<file path="src/rtl/rswc_pkg.sv">
package rswc_pkg;

    // ==========================================================
    // timing
    localparam int unsigned CLK_PERIOD_NS      = 100;
    localparam logic [1:0]  BUS_DIV_LAST       = 2'h3;
    localparam logic [2:0]  RESET_DRIVE_CYCLES = 3'h4;
    localparam logic [2:0]  RESET_SAMPLE_GAP   = 3'h2;
    localparam logic [11:0] STOP_DELAY_LONG    = 12'hFE0;
    localparam logic [11:0] STOP_DELAY_SHORT   = 12'h004;
    localparam logic [2:0]  WAIT_WAKEUP_TIME   = 3'h4;

    // ==========================================================
    // states, control and status fields
    typedef enum logic [2:0] {
        RSWC_RUN    = 3'b000,
        RSWC_RDRIVE = 3'b001,
        RSWC_RGAP   = 3'b011,
        RSWC_STOP   = 3'b010,
        RSWC_SWAKE  = 3'b110,
        RSWC_WAIT   = 3'b111,
        RSWC_WWAKE  = 3'b101
    } rswc_state_t;

    typedef struct packed {
        logic enterStop;
        logic enterWait;
        logic stopExitDelaySelect;
        logic irqEdgeSelect;
        logic xMask;
        logic iMask;
    } rswc_ctrl_t;

    typedef struct packed {
        logic resetActive;
        logic resetExternal;
        logic running;
        logic irqPending;
        logic xirqPending;
    } rswc_stat_t;

endpackage

</file>
<file path="src/rtl/rswc_reset_stop_wait.sv">
`timescale 1ns/10ps
// How it works
// - reset pin seen low in a bus cycle is registered that cycle
// - after recognition the device drives the reset pin low four bus cycles
// - two bus cycles after release the pin is sampled; low means external
// - a one bus cycle pulse is accepted but may be seen as internal
// - bus cycle runs at one quarter of the oscillator clock
// - stop exit waits 4064 bus cycles if delay select is 1, else 4
// - maskable pin falling-edge when edge select is 1, low-level when 0
// - nonmaskable pin exits stop even when its mask bit is 1
// - wait exit by interrupt resumes within 4 bus cycles
// - reset pin also ends wait
module rswc_reset_stop_wait (
    input  wire logic               clk,
    input  wire logic               nrst,
    input  wire rswc_pkg::rswc_ctrl_t ctrl,
    input  wire logic               resetPinIn,
    input  wire logic               irqPinN,
    input  wire logic               nonmaskableInterruptPinN,
    output logic                    resetPinOut,
    output logic                    resetPinOe,
    output logic                    busCycle,
    output rswc_pkg::rswc_stat_t    stat
);

    // ==========================================================
    // bus cycle strobe, one in four clocks
    logic [1:0] divCnt_q;
    logic       busTick;
    logic       busCycle_q;
    assign busTick = (divCnt_q == rswc_pkg::BUS_DIV_LAST);

    always_ff @(posedge clk or negedge nrst) begin
        if (!nrst) begin
            divCnt_q   <= 2'h0;
            busCycle_q <= 1'b0;
        end else begin
            divCnt_q   <= divCnt_q + 2'h1;
            busCycle_q <= busTick;
        end
    end

    // ==========================================================
    // interrupt sensing
    logic irqLast_q;
    logic irqEdge_q;
    logic irqFall;
    logic irqReq;
    logic xirqReq;
    logic stopWake;
    logic waitWake;
    assign irqFall  = irqLast_q & ~irqPinN;
    assign irqReq   = (ctrl.irqEdgeSelect ? (irqEdge_q | irqFall) : ~irqPinN)
                      & ~ctrl.iMask;
    assign xirqReq  = ~nonmaskableInterruptPinN;
    assign stopWake = xirqReq | irqReq;
    assign waitWake = (xirqReq & ~ctrl.xMask) | irqReq;

    // ==========================================================
    // sequencer
    rswc_pkg::rswc_state_t state_q;
    rswc_pkg::rswc_state_t state_d;
    logic [11:0] cnt_q;
    logic [11:0] cnt_d;
    logic [11:0] stopLoad_q;
    logic        ext_q;
    logic        ext_d;
    logic        resetSeen;
    logic        stateAct;
    assign resetSeen = ~resetPinIn & busTick;
    assign stateAct  = busTick;

    always_comb begin
        state_d = state_q;
        cnt_d   = cnt_q;
        ext_d   = ext_q;
        if (resetSeen && state_q != rswc_pkg::RSWC_RDRIVE
                && state_q != rswc_pkg::RSWC_RGAP) begin
            state_d = rswc_pkg::RSWC_RDRIVE;
            cnt_d   = {9'h000, rswc_pkg::RESET_DRIVE_CYCLES};
        end else if (stateAct) begin
            case (state_q)
                rswc_pkg::RSWC_RDRIVE: begin
                    cnt_d = cnt_q - 12'h001;
                    if (cnt_q == 12'h001) begin
                        state_d = rswc_pkg::RSWC_RGAP;
                        cnt_d   = {9'h000, rswc_pkg::RESET_SAMPLE_GAP};
                    end
                end
                rswc_pkg::RSWC_RGAP: begin
                    cnt_d = cnt_q - 12'h001;
                    if (cnt_q == 12'h001) begin
                        ext_d   = ~resetPinIn;
                        state_d = rswc_pkg::RSWC_RUN;
                    end
                end
                rswc_pkg::RSWC_RUN: begin
                    if (ctrl.enterStop) begin
                        state_d = rswc_pkg::RSWC_STOP;
                    end else if (ctrl.enterWait) begin
                        state_d = rswc_pkg::RSWC_WAIT;
                    end
                end
                rswc_pkg::RSWC_STOP: begin
                    if (stopWake) begin
                        state_d = rswc_pkg::RSWC_SWAKE;
                        cnt_d   = stopLoad_q - 12'h001;
                    end
                end
                rswc_pkg::RSWC_SWAKE: begin
                    cnt_d = cnt_q - 12'h001;
                    if (cnt_q == 12'h001) begin
                        state_d = rswc_pkg::RSWC_RUN;
                    end
                end
                rswc_pkg::RSWC_WAIT: begin
                    if (waitWake) begin
                        state_d = rswc_pkg::RSWC_WWAKE;
                        cnt_d   = {9'h000, rswc_pkg::WAIT_WAKEUP_TIME} - 12'h001;
                    end
                end
                rswc_pkg::RSWC_WWAKE: begin
                    cnt_d = cnt_q - 12'h001;
                    if (cnt_q == 12'h001) begin
                        state_d = rswc_pkg::RSWC_RUN;
                    end
                end
                default: begin
                    state_d = rswc_pkg::RSWC_RUN;
                end
            endcase
        end
    end

    always_ff @(posedge clk or negedge nrst) begin
        if (!nrst) begin
            state_q <= rswc_pkg::RSWC_RUN;
            cnt_q   <= 12'h000;
            ext_q   <= 1'b0;
        end else begin
            state_q <= state_d;
            cnt_q   <= cnt_d;
            ext_q   <= ext_d;
        end
    end

    // ==========================================================
    // stop delay capture and irq edge latch
    always_ff @(posedge clk or negedge nrst) begin
        if (!nrst) begin
            stopLoad_q <= rswc_pkg::STOP_DELAY_LONG;
        end else if (state_q == rswc_pkg::RSWC_RUN && busTick && ctrl.enterStop) begin
            stopLoad_q <= ctrl.stopExitDelaySelect ? rswc_pkg::STOP_DELAY_LONG
                                                   : rswc_pkg::STOP_DELAY_SHORT;
        end
    end

    always_ff @(posedge clk or negedge nrst) begin
        if (!nrst) begin
            irqLast_q <= 1'b1;
            irqEdge_q <= 1'b0;
        end else begin
            irqLast_q <= irqPinN;
            if (irqFall) begin
                irqEdge_q <= 1'b1;
            end else if (busTick) begin
                irqEdge_q <= 1'b0;
            end
        end
    end

    // ==========================================================
    // outputs
    logic driveLow;
    assign driveLow = (state_d == rswc_pkg::RSWC_RDRIVE);

    always_ff @(posedge clk or negedge nrst) begin
        if (!nrst) begin
            resetPinOut <= 1'b0;
            resetPinOe  <= 1'b0;
            stat        <= '0;
        end else begin
            resetPinOut <= 1'b0;
            resetPinOe  <= driveLow;
            stat.resetActive   <= (state_d == rswc_pkg::RSWC_RDRIVE)
                                | (state_d == rswc_pkg::RSWC_RGAP);
            stat.resetExternal <= ext_d;
            stat.running       <= (state_d == rswc_pkg::RSWC_RUN);
            stat.irqPending    <= irqReq;
            stat.xirqPending   <= xirqReq;
        end
    end

    assign busCycle = busCycle_q;

endmodule

</file>
<file path="config.mk">
export PLATFORM = sky130hd
export DESIGN_NAME = rswc_reset_stop_wait
export DESIGN_NICKNAME = d
export VERILOG_FILES = /design/src/rtl/rswc_pkg.sv /design/src/rtl/rswc_reset_stop_wait.sv
export SDC_FILE = /design/constraint.sdc
export NUM_CORES = 1
export LEC_CHECK = 0
export ABC_CLOCK_PERIOD_IN_PS = 4600
export BUFFER_PORTS_ARGS = -buffer_cell sky130_fd_sc_hd__buf_2
export CAP_MARGIN = 5
export CORE_UTILIZATION = 45
export DETAILED_ROUTE_END_ITERATION = 6
export PLACE_DENSITY = 0.64
export SLEW_MARGIN = 20
export SYNTH_ARGS = -nofsm -noshare
export SYNTH_HDL_FRONTEND = slang
export SYNTH_SLANG_ARGS = --single-unit
</file>
<file path="constraint.sdc">
create_clock -name clk -period 4.6 [get_ports clk]
set_input_delay 0.69 -clock clk [delete_from_list [all_inputs] [get_ports clk]]
set_output_delay 0.69 -clock clk [all_outputs]
set_load 0.05 [all_outputs]
</file>
# Word level (Yosys, flattened, before mapping)
# Index checks and enable logic that the tools add are counted.
# word_totals
in_bits	11
reg_bits	38
wordCells	75
out_inout_bits	8
# classes
n_bitwise	14
n_eq_ne	14
reduce_logical	12
mux	19
addsub	3
# ops
op	count
12-bit 2-to-1 mux	6
12-bit case mux with 4 select lines	1
3-bit 2-to-1 mux	8
12-bit by 1-bit subtractor with 12-bit output, second input constant	2
3-bit case mux with 5 select lines	1
12-bit by 1-bit equality test with 1-bit output, second input constant	1
3-bit by 2-bit equality test with 1-bit output, second input constant	3
3-bit equality test, second input constant	3
4-bit AND reduction	2
3-bit by 1-bit equality test with 1-bit output, second input constant	2
3-bit logical NOT	2
3-bit != test, second input constant	2
1-bit inverter	6
5-bit nonzero test	1
1-bit AND	4
1-bit logical AND	4
1-bit bitwise OR	4
2-bit nonzero test	2
1-bit 2-to-1 mux	3
3-bit by 1-bit != test with 1-bit output, second input constant	1
3-bit by 2-bit != test with 1-bit output, second input constant	1
3-bit OR reduction	1
2-bit by 1-bit adder with 2-bit output, second input constant	1
2-bit equality test, second input constant	1

# Depth between registers and ports, before layout
# depth
depth_word	12
ltp_mapped	8
mapped_depth_nobuf	8

# Worst setup path before layout
# No wires, ideal clock.
# synth_timing
path_type	input to register
startpoint	in nonmaskableInterruptPinN
endpoint	reg cnt_q[2]
stages	6
setup_time_ns	0.129
n_path_buf	1
t_arrival_ns	1.877
required_time_ns	4.471
setup_slack_ns	2.594
cell_sequence	or2_1 a22o_1 a311o_1 buf_6 a311oi_1 a21oi_1
# synth_between
elab_chain_len	5
word_cells_on_any_way	7
classes_between	eq/ne: 2; bitwise: 4; reduce/logical: 1
# synth_rtl
element	line	source
from (decl)	rswc_reset_stop_wait.sv:19	input wire logic nonmaskableInterruptPinN,
1-bit inverter *	rswc_reset_stop_wait.sv:55	assign xirqReq = ~nonmaskableInterruptPinN;
1-bit AND	rswc_reset_stop_wait.sv:57	assign waitWake = (xirqReq & ~ctrl.xMask) | irqReq;
1-bit bitwise OR	rswc_reset_stop_wait.sv:57	
3-bit != test (no source line)	-	
4-bit AND reduction (no source line) *	-	
to (signal assigned)	rswc_reset_stop_wait.sv:142	cnt_q <= cnt_d;
to (decl)	rswc_reset_stop_wait.sv:63	logic [11:0] cnt_q;
# Mark *: on every way between the ends. The rest lies on a longest branch, timed or not.
# A chain may end at the register's enable or synchronous reset.

# Worst setup path in the final report
# layout_timing
startpoint	reg divCnt_q[0]
endpoint	reg cnt_q[4]
# layout_between
elab_chain_len	6
word_cells_on_any_way	10
classes_between	eq/ne: 3; mux: 1; bitwise: 1; reduce/logical: 5
# layout_rtl
element	line	source
from (decl)	rswc_reset_stop_wait.sv:28	logic [1:0] divCnt_q;
from (signal assigned)	rswc_reset_stop_wait.sv:38	divCnt_q <= divCnt_q + 2'h1;
2-bit equality test *	rswc_reset_stop_wait.sv:31	assign busTick = (divCnt_q == rswc_pkg::BUS_DIV_LAST);
via busTick	rswc_reset_stop_wait.sv:29	logic busTick;
1-bit AND	rswc_reset_stop_wait.sv:70	assign resetSeen = ~resetPinIn & busTick;
1-bit logical AND	rswc_reset_stop_wait.sv:77	if (resetSeen && state_q != rswc_pkg::RSWC_RDRIVE
1-bit logical AND	rswc_reset_stop_wait.sv:78	&& state_q != rswc_pkg::RSWC_RGAP) begin
3-bit != test (no source line), or another cell as far along	-	
4-bit AND reduction (no source line)	-	
# The timed path passes the listed nets; every way through them passes the cells marked *.

==> results.txt <==
Total GRT Usage -> 20.88%
Simple-gate area share of the yosys netlist -> 24.90%
Fmax -> 447.6 MHz
Synth Instances -> 199
Max-Cap Viols -> 0
Routed WL per cell -> 15.21 um
Global-route wire length before repair -> 6755 um
Post-Syn Area -> 1814 sq um
Drt total wl -> 3909 um
Share of the synthesized area in the top cell type -> 35.86%
Cell Pwr Density -> 551.5 nW/um^2
GPL Wtd Cong -> 0.8656
Worst Setup End Kind -> flop
Chip width -> 65.50 um
Vias/cell -> 6.093
CP Max Fanout -> 14
Final hold violation count -> 0
GRT busiest layer -> met2
Root buffer selected by CTS -> clkbuf_8
Ys flop type -> dfrtp_1
Nets -> 227
RSZ-0062 raised after global routing -> no
Ys Warns -> 0
Final setup fails -> 0
Placed instance area -> 1888 sq um
FF+latch count, synth -> 28
Pint -> 609.3 uW
Vias in the first global route -> 1,496
Setup WS pre-CTS -> 2268 ps
Syn Nets -> 216
GR Overflow Total -> 0
Register area share after synthesis -> 38.76%
Peak supply drop -> 254.6 uV
Outcome -> complete, no violations
DR iter-0 viols -> 83
Layout cell share with drive strength beyond 1 -> 15.31%
Largest net degree at the start of global routing -> 29
Total power -> 1.081 mW
Critical Path RT -> 4740 ps
Adder-Cell Fraction of Synth Area -> 4.138%
Final Util -> 51.96%
Routed vias -> 1,566
Logic pwr share -> 41.7%
Final WS setup -> 2366 ps
Boundary pin count -> 19
GR Util met1 -> 28.12%
Hold Crit Class -> primary input to asynchronous set/reset pin
Hold Worst Slack -> 406.4 ps
Die Y -> 65.50 um
Largest area contributor in the netlist -> dfrtp_1
Syn avg cell area -> 9.117 sq um
Antenna diode count -> 0
DIE AREA -> 4290 sq um
Synth async-reset ratio -> 100.0%
Clock power frac -> 17.8%
Worst-path clk slew -> 90 ps
Layout area overhead -> 8.000%
H-tree Lvls -> 1
DRC viols -> 0
Multiplexer area fraction after synthesis -> 1.724%
DRT Pass-1 Iters -> 4
Worst rel slew slack -> 53.90%
Post-DP HPWL -> 2835 um
Skew-Pair Late Insertion Delay -> 280 ps
Final worst path period need -> 2234 ps
Fin crit share -> 48.57%
Initial core utilization -> 48.11%
Initial antenna violation count -> 0
Core area -> 3771 sq um
Leak -> 0.8649 nW
Row count -> 22
Total CTS buffers -> 3
Crit path DAT -> 2370 ps
Setup bufs post-CTS -> 0
Seq pwr share -> 40.5%
Max-slew violations -> 0
Clk sinks -> 28
Hold_buf cts -> 0
Psw -> 471.4 uW
Post-Place Cells -> 253
Worst Skew -> 6.549 ps
Final Non-Filler Cells -> 257
Post-synth EDFFs -> 0
Largest family of logic cells by synthesized area -> simple AND/OR/NAND/NOR gates
Worst setup path class -> flop to flop
IO buf count -> 17
Finished layout cell area -> 1959 sq um
Setup TNS -> 0 ps
CTS max path bufs -> 2
Post-route antenna net violation count -> 0
GRT met2 Usage -> 32.73%
Switch share -> 43.62%
M3 GR Usage -> 4.340%
Area contributors post-synth -> dfrtp_1 (36%), ha_1 (4.1%), inv_1 (3.7%)
Post-synthesis cell type count -> 58
TritonCTS clock tree -> yes
Xor and xnor area share after synthesis -> 1.448%
Compound-cell area share of the yosys netlist -> 21.17%
Worst slew pin tran -> 681.9 ps
Post_cts resized -> 0
Critical path startpoint category -> flop
## state kept, by name, indices dropped and copies added, names as in the netlist
signal / cells
resetPinOe: 1
irqEdge_q: 1
busCycle: 1
stopLoad_q: 2
state_q: 3
cnt_q: 12
divCnt_q: 2
stat: 5
irqLast_q: 1
## layout make-up
type	instances	area, sq um
clock buffers	3	41.29
clock inverters	1	30.03
fillers	356	1812
inverters	18	67.56
multi-input cells	142	972.2
flip-flops and latches	28	703.2
well taps	48	60.06
repair buffers	17	85.08
## synth_stat cells (3+ instances only)
master,number
a211oi_1,3
a21o_1,3
a21oi_1,7
a22o_1,5
a31oi_1,8
and2_1,3
buf_2,6
dfrtp_1,26
ha_1,6
inv_1,18
nand2_1,16
nand2b_1,5
nand3_1,6
nand3b_1,3
nor2_1,14
nor2b_1,3
nor3_1,8
o21ai_0,5
o22ai_1,4
## worst max-delay path, cell delays in order (launching register included)
cell and delay, ps:
dfrtp_1 380, ha_1 390, nor2b_1 290, a2bb2oi_1 200
a311o_1 500, nand2b_1 200, o221ai_1 140
## kinds of logic after synthesis
group / Yosys count
fa+ha+maj: 6
compound gates: 53
xor+xnor: 3
flops: 28
other cells: 1
simple gates: 76
mux: 3
buf+inv: 29
## cells in the final DEF (no fill, tap or decap), types with 2 or more instances in the layout
| cell | instances |
|---|---|
| dfrtp_1 | 26 |
| inv_1 | 18 |
| buf_2 | 17 |
| nand2_1 | 16 |
| nor2_1 | 14 |
| nor3_1 | 8 |
| a31oi_1 | 8 |
| a21oi_1 | 7 |
| nand3_1 | 6 |
| ha_1 | 6 |
| nand2b_1 | 5 |
| o21ai_0 | 5 |
| a22o_1 | 5 |
| o22ai_1 | 4 |
| a211oi_1 | 3 |
| nor2b_1 | 3 |
| a21o_1 | 3 |
| and2_1 | 3 |
| nand3b_1 | 3 |
| clkbuf_8 | 3 |
| or2_1 | 2 |
| nor3_2 | 2 |
| xnor2_1 | 2 |
| mux2i_1 | 2 |
| o31ai_1 | 2 |
| nand4_1 | 2 |
| nand4bb_1 | 2 |
| o221ai_1 | 2 |
| dfstp_2 | 2 |
## power by group through the flow
stage                     clock network [mW]  registers, mW  logic (mW)
after floorplan                            0          0.427       0.362
after global placement                     0          0.433       0.435
final                                  0.193          0.437       0.451
after global routing                   0.210          0.448       0.502
after detailed placement                   0          0.438       0.445
after CTS                              0.201          0.434       0.449
## metal layers
layer  up-vias  wire, um
met1       776      1802
met5         -         0
met2        46      1820
li1        740         -
met4         0        38
met3         4       248
## final timing paths
kind / from / end / slack (ps) / cells past startpoint
min in group clk: divCnt_q[0] / divCnt_q[0] / 450 / 1
hold reg to reg: divCnt_q[0] / divCnt_q[0] / 450 / 1
hold / removal: nrst / stat[3] / 410 / 1
setup / recovery: divCnt_q[0] / cnt_q[4] / 2370 / 6
setup reg to reg: divCnt_q[0] / cnt_q[4] / 2370 / 6
max in group asynchronous: nrst / state_q[0] / 3790 / 1
(Power assumes the default switching activity.)
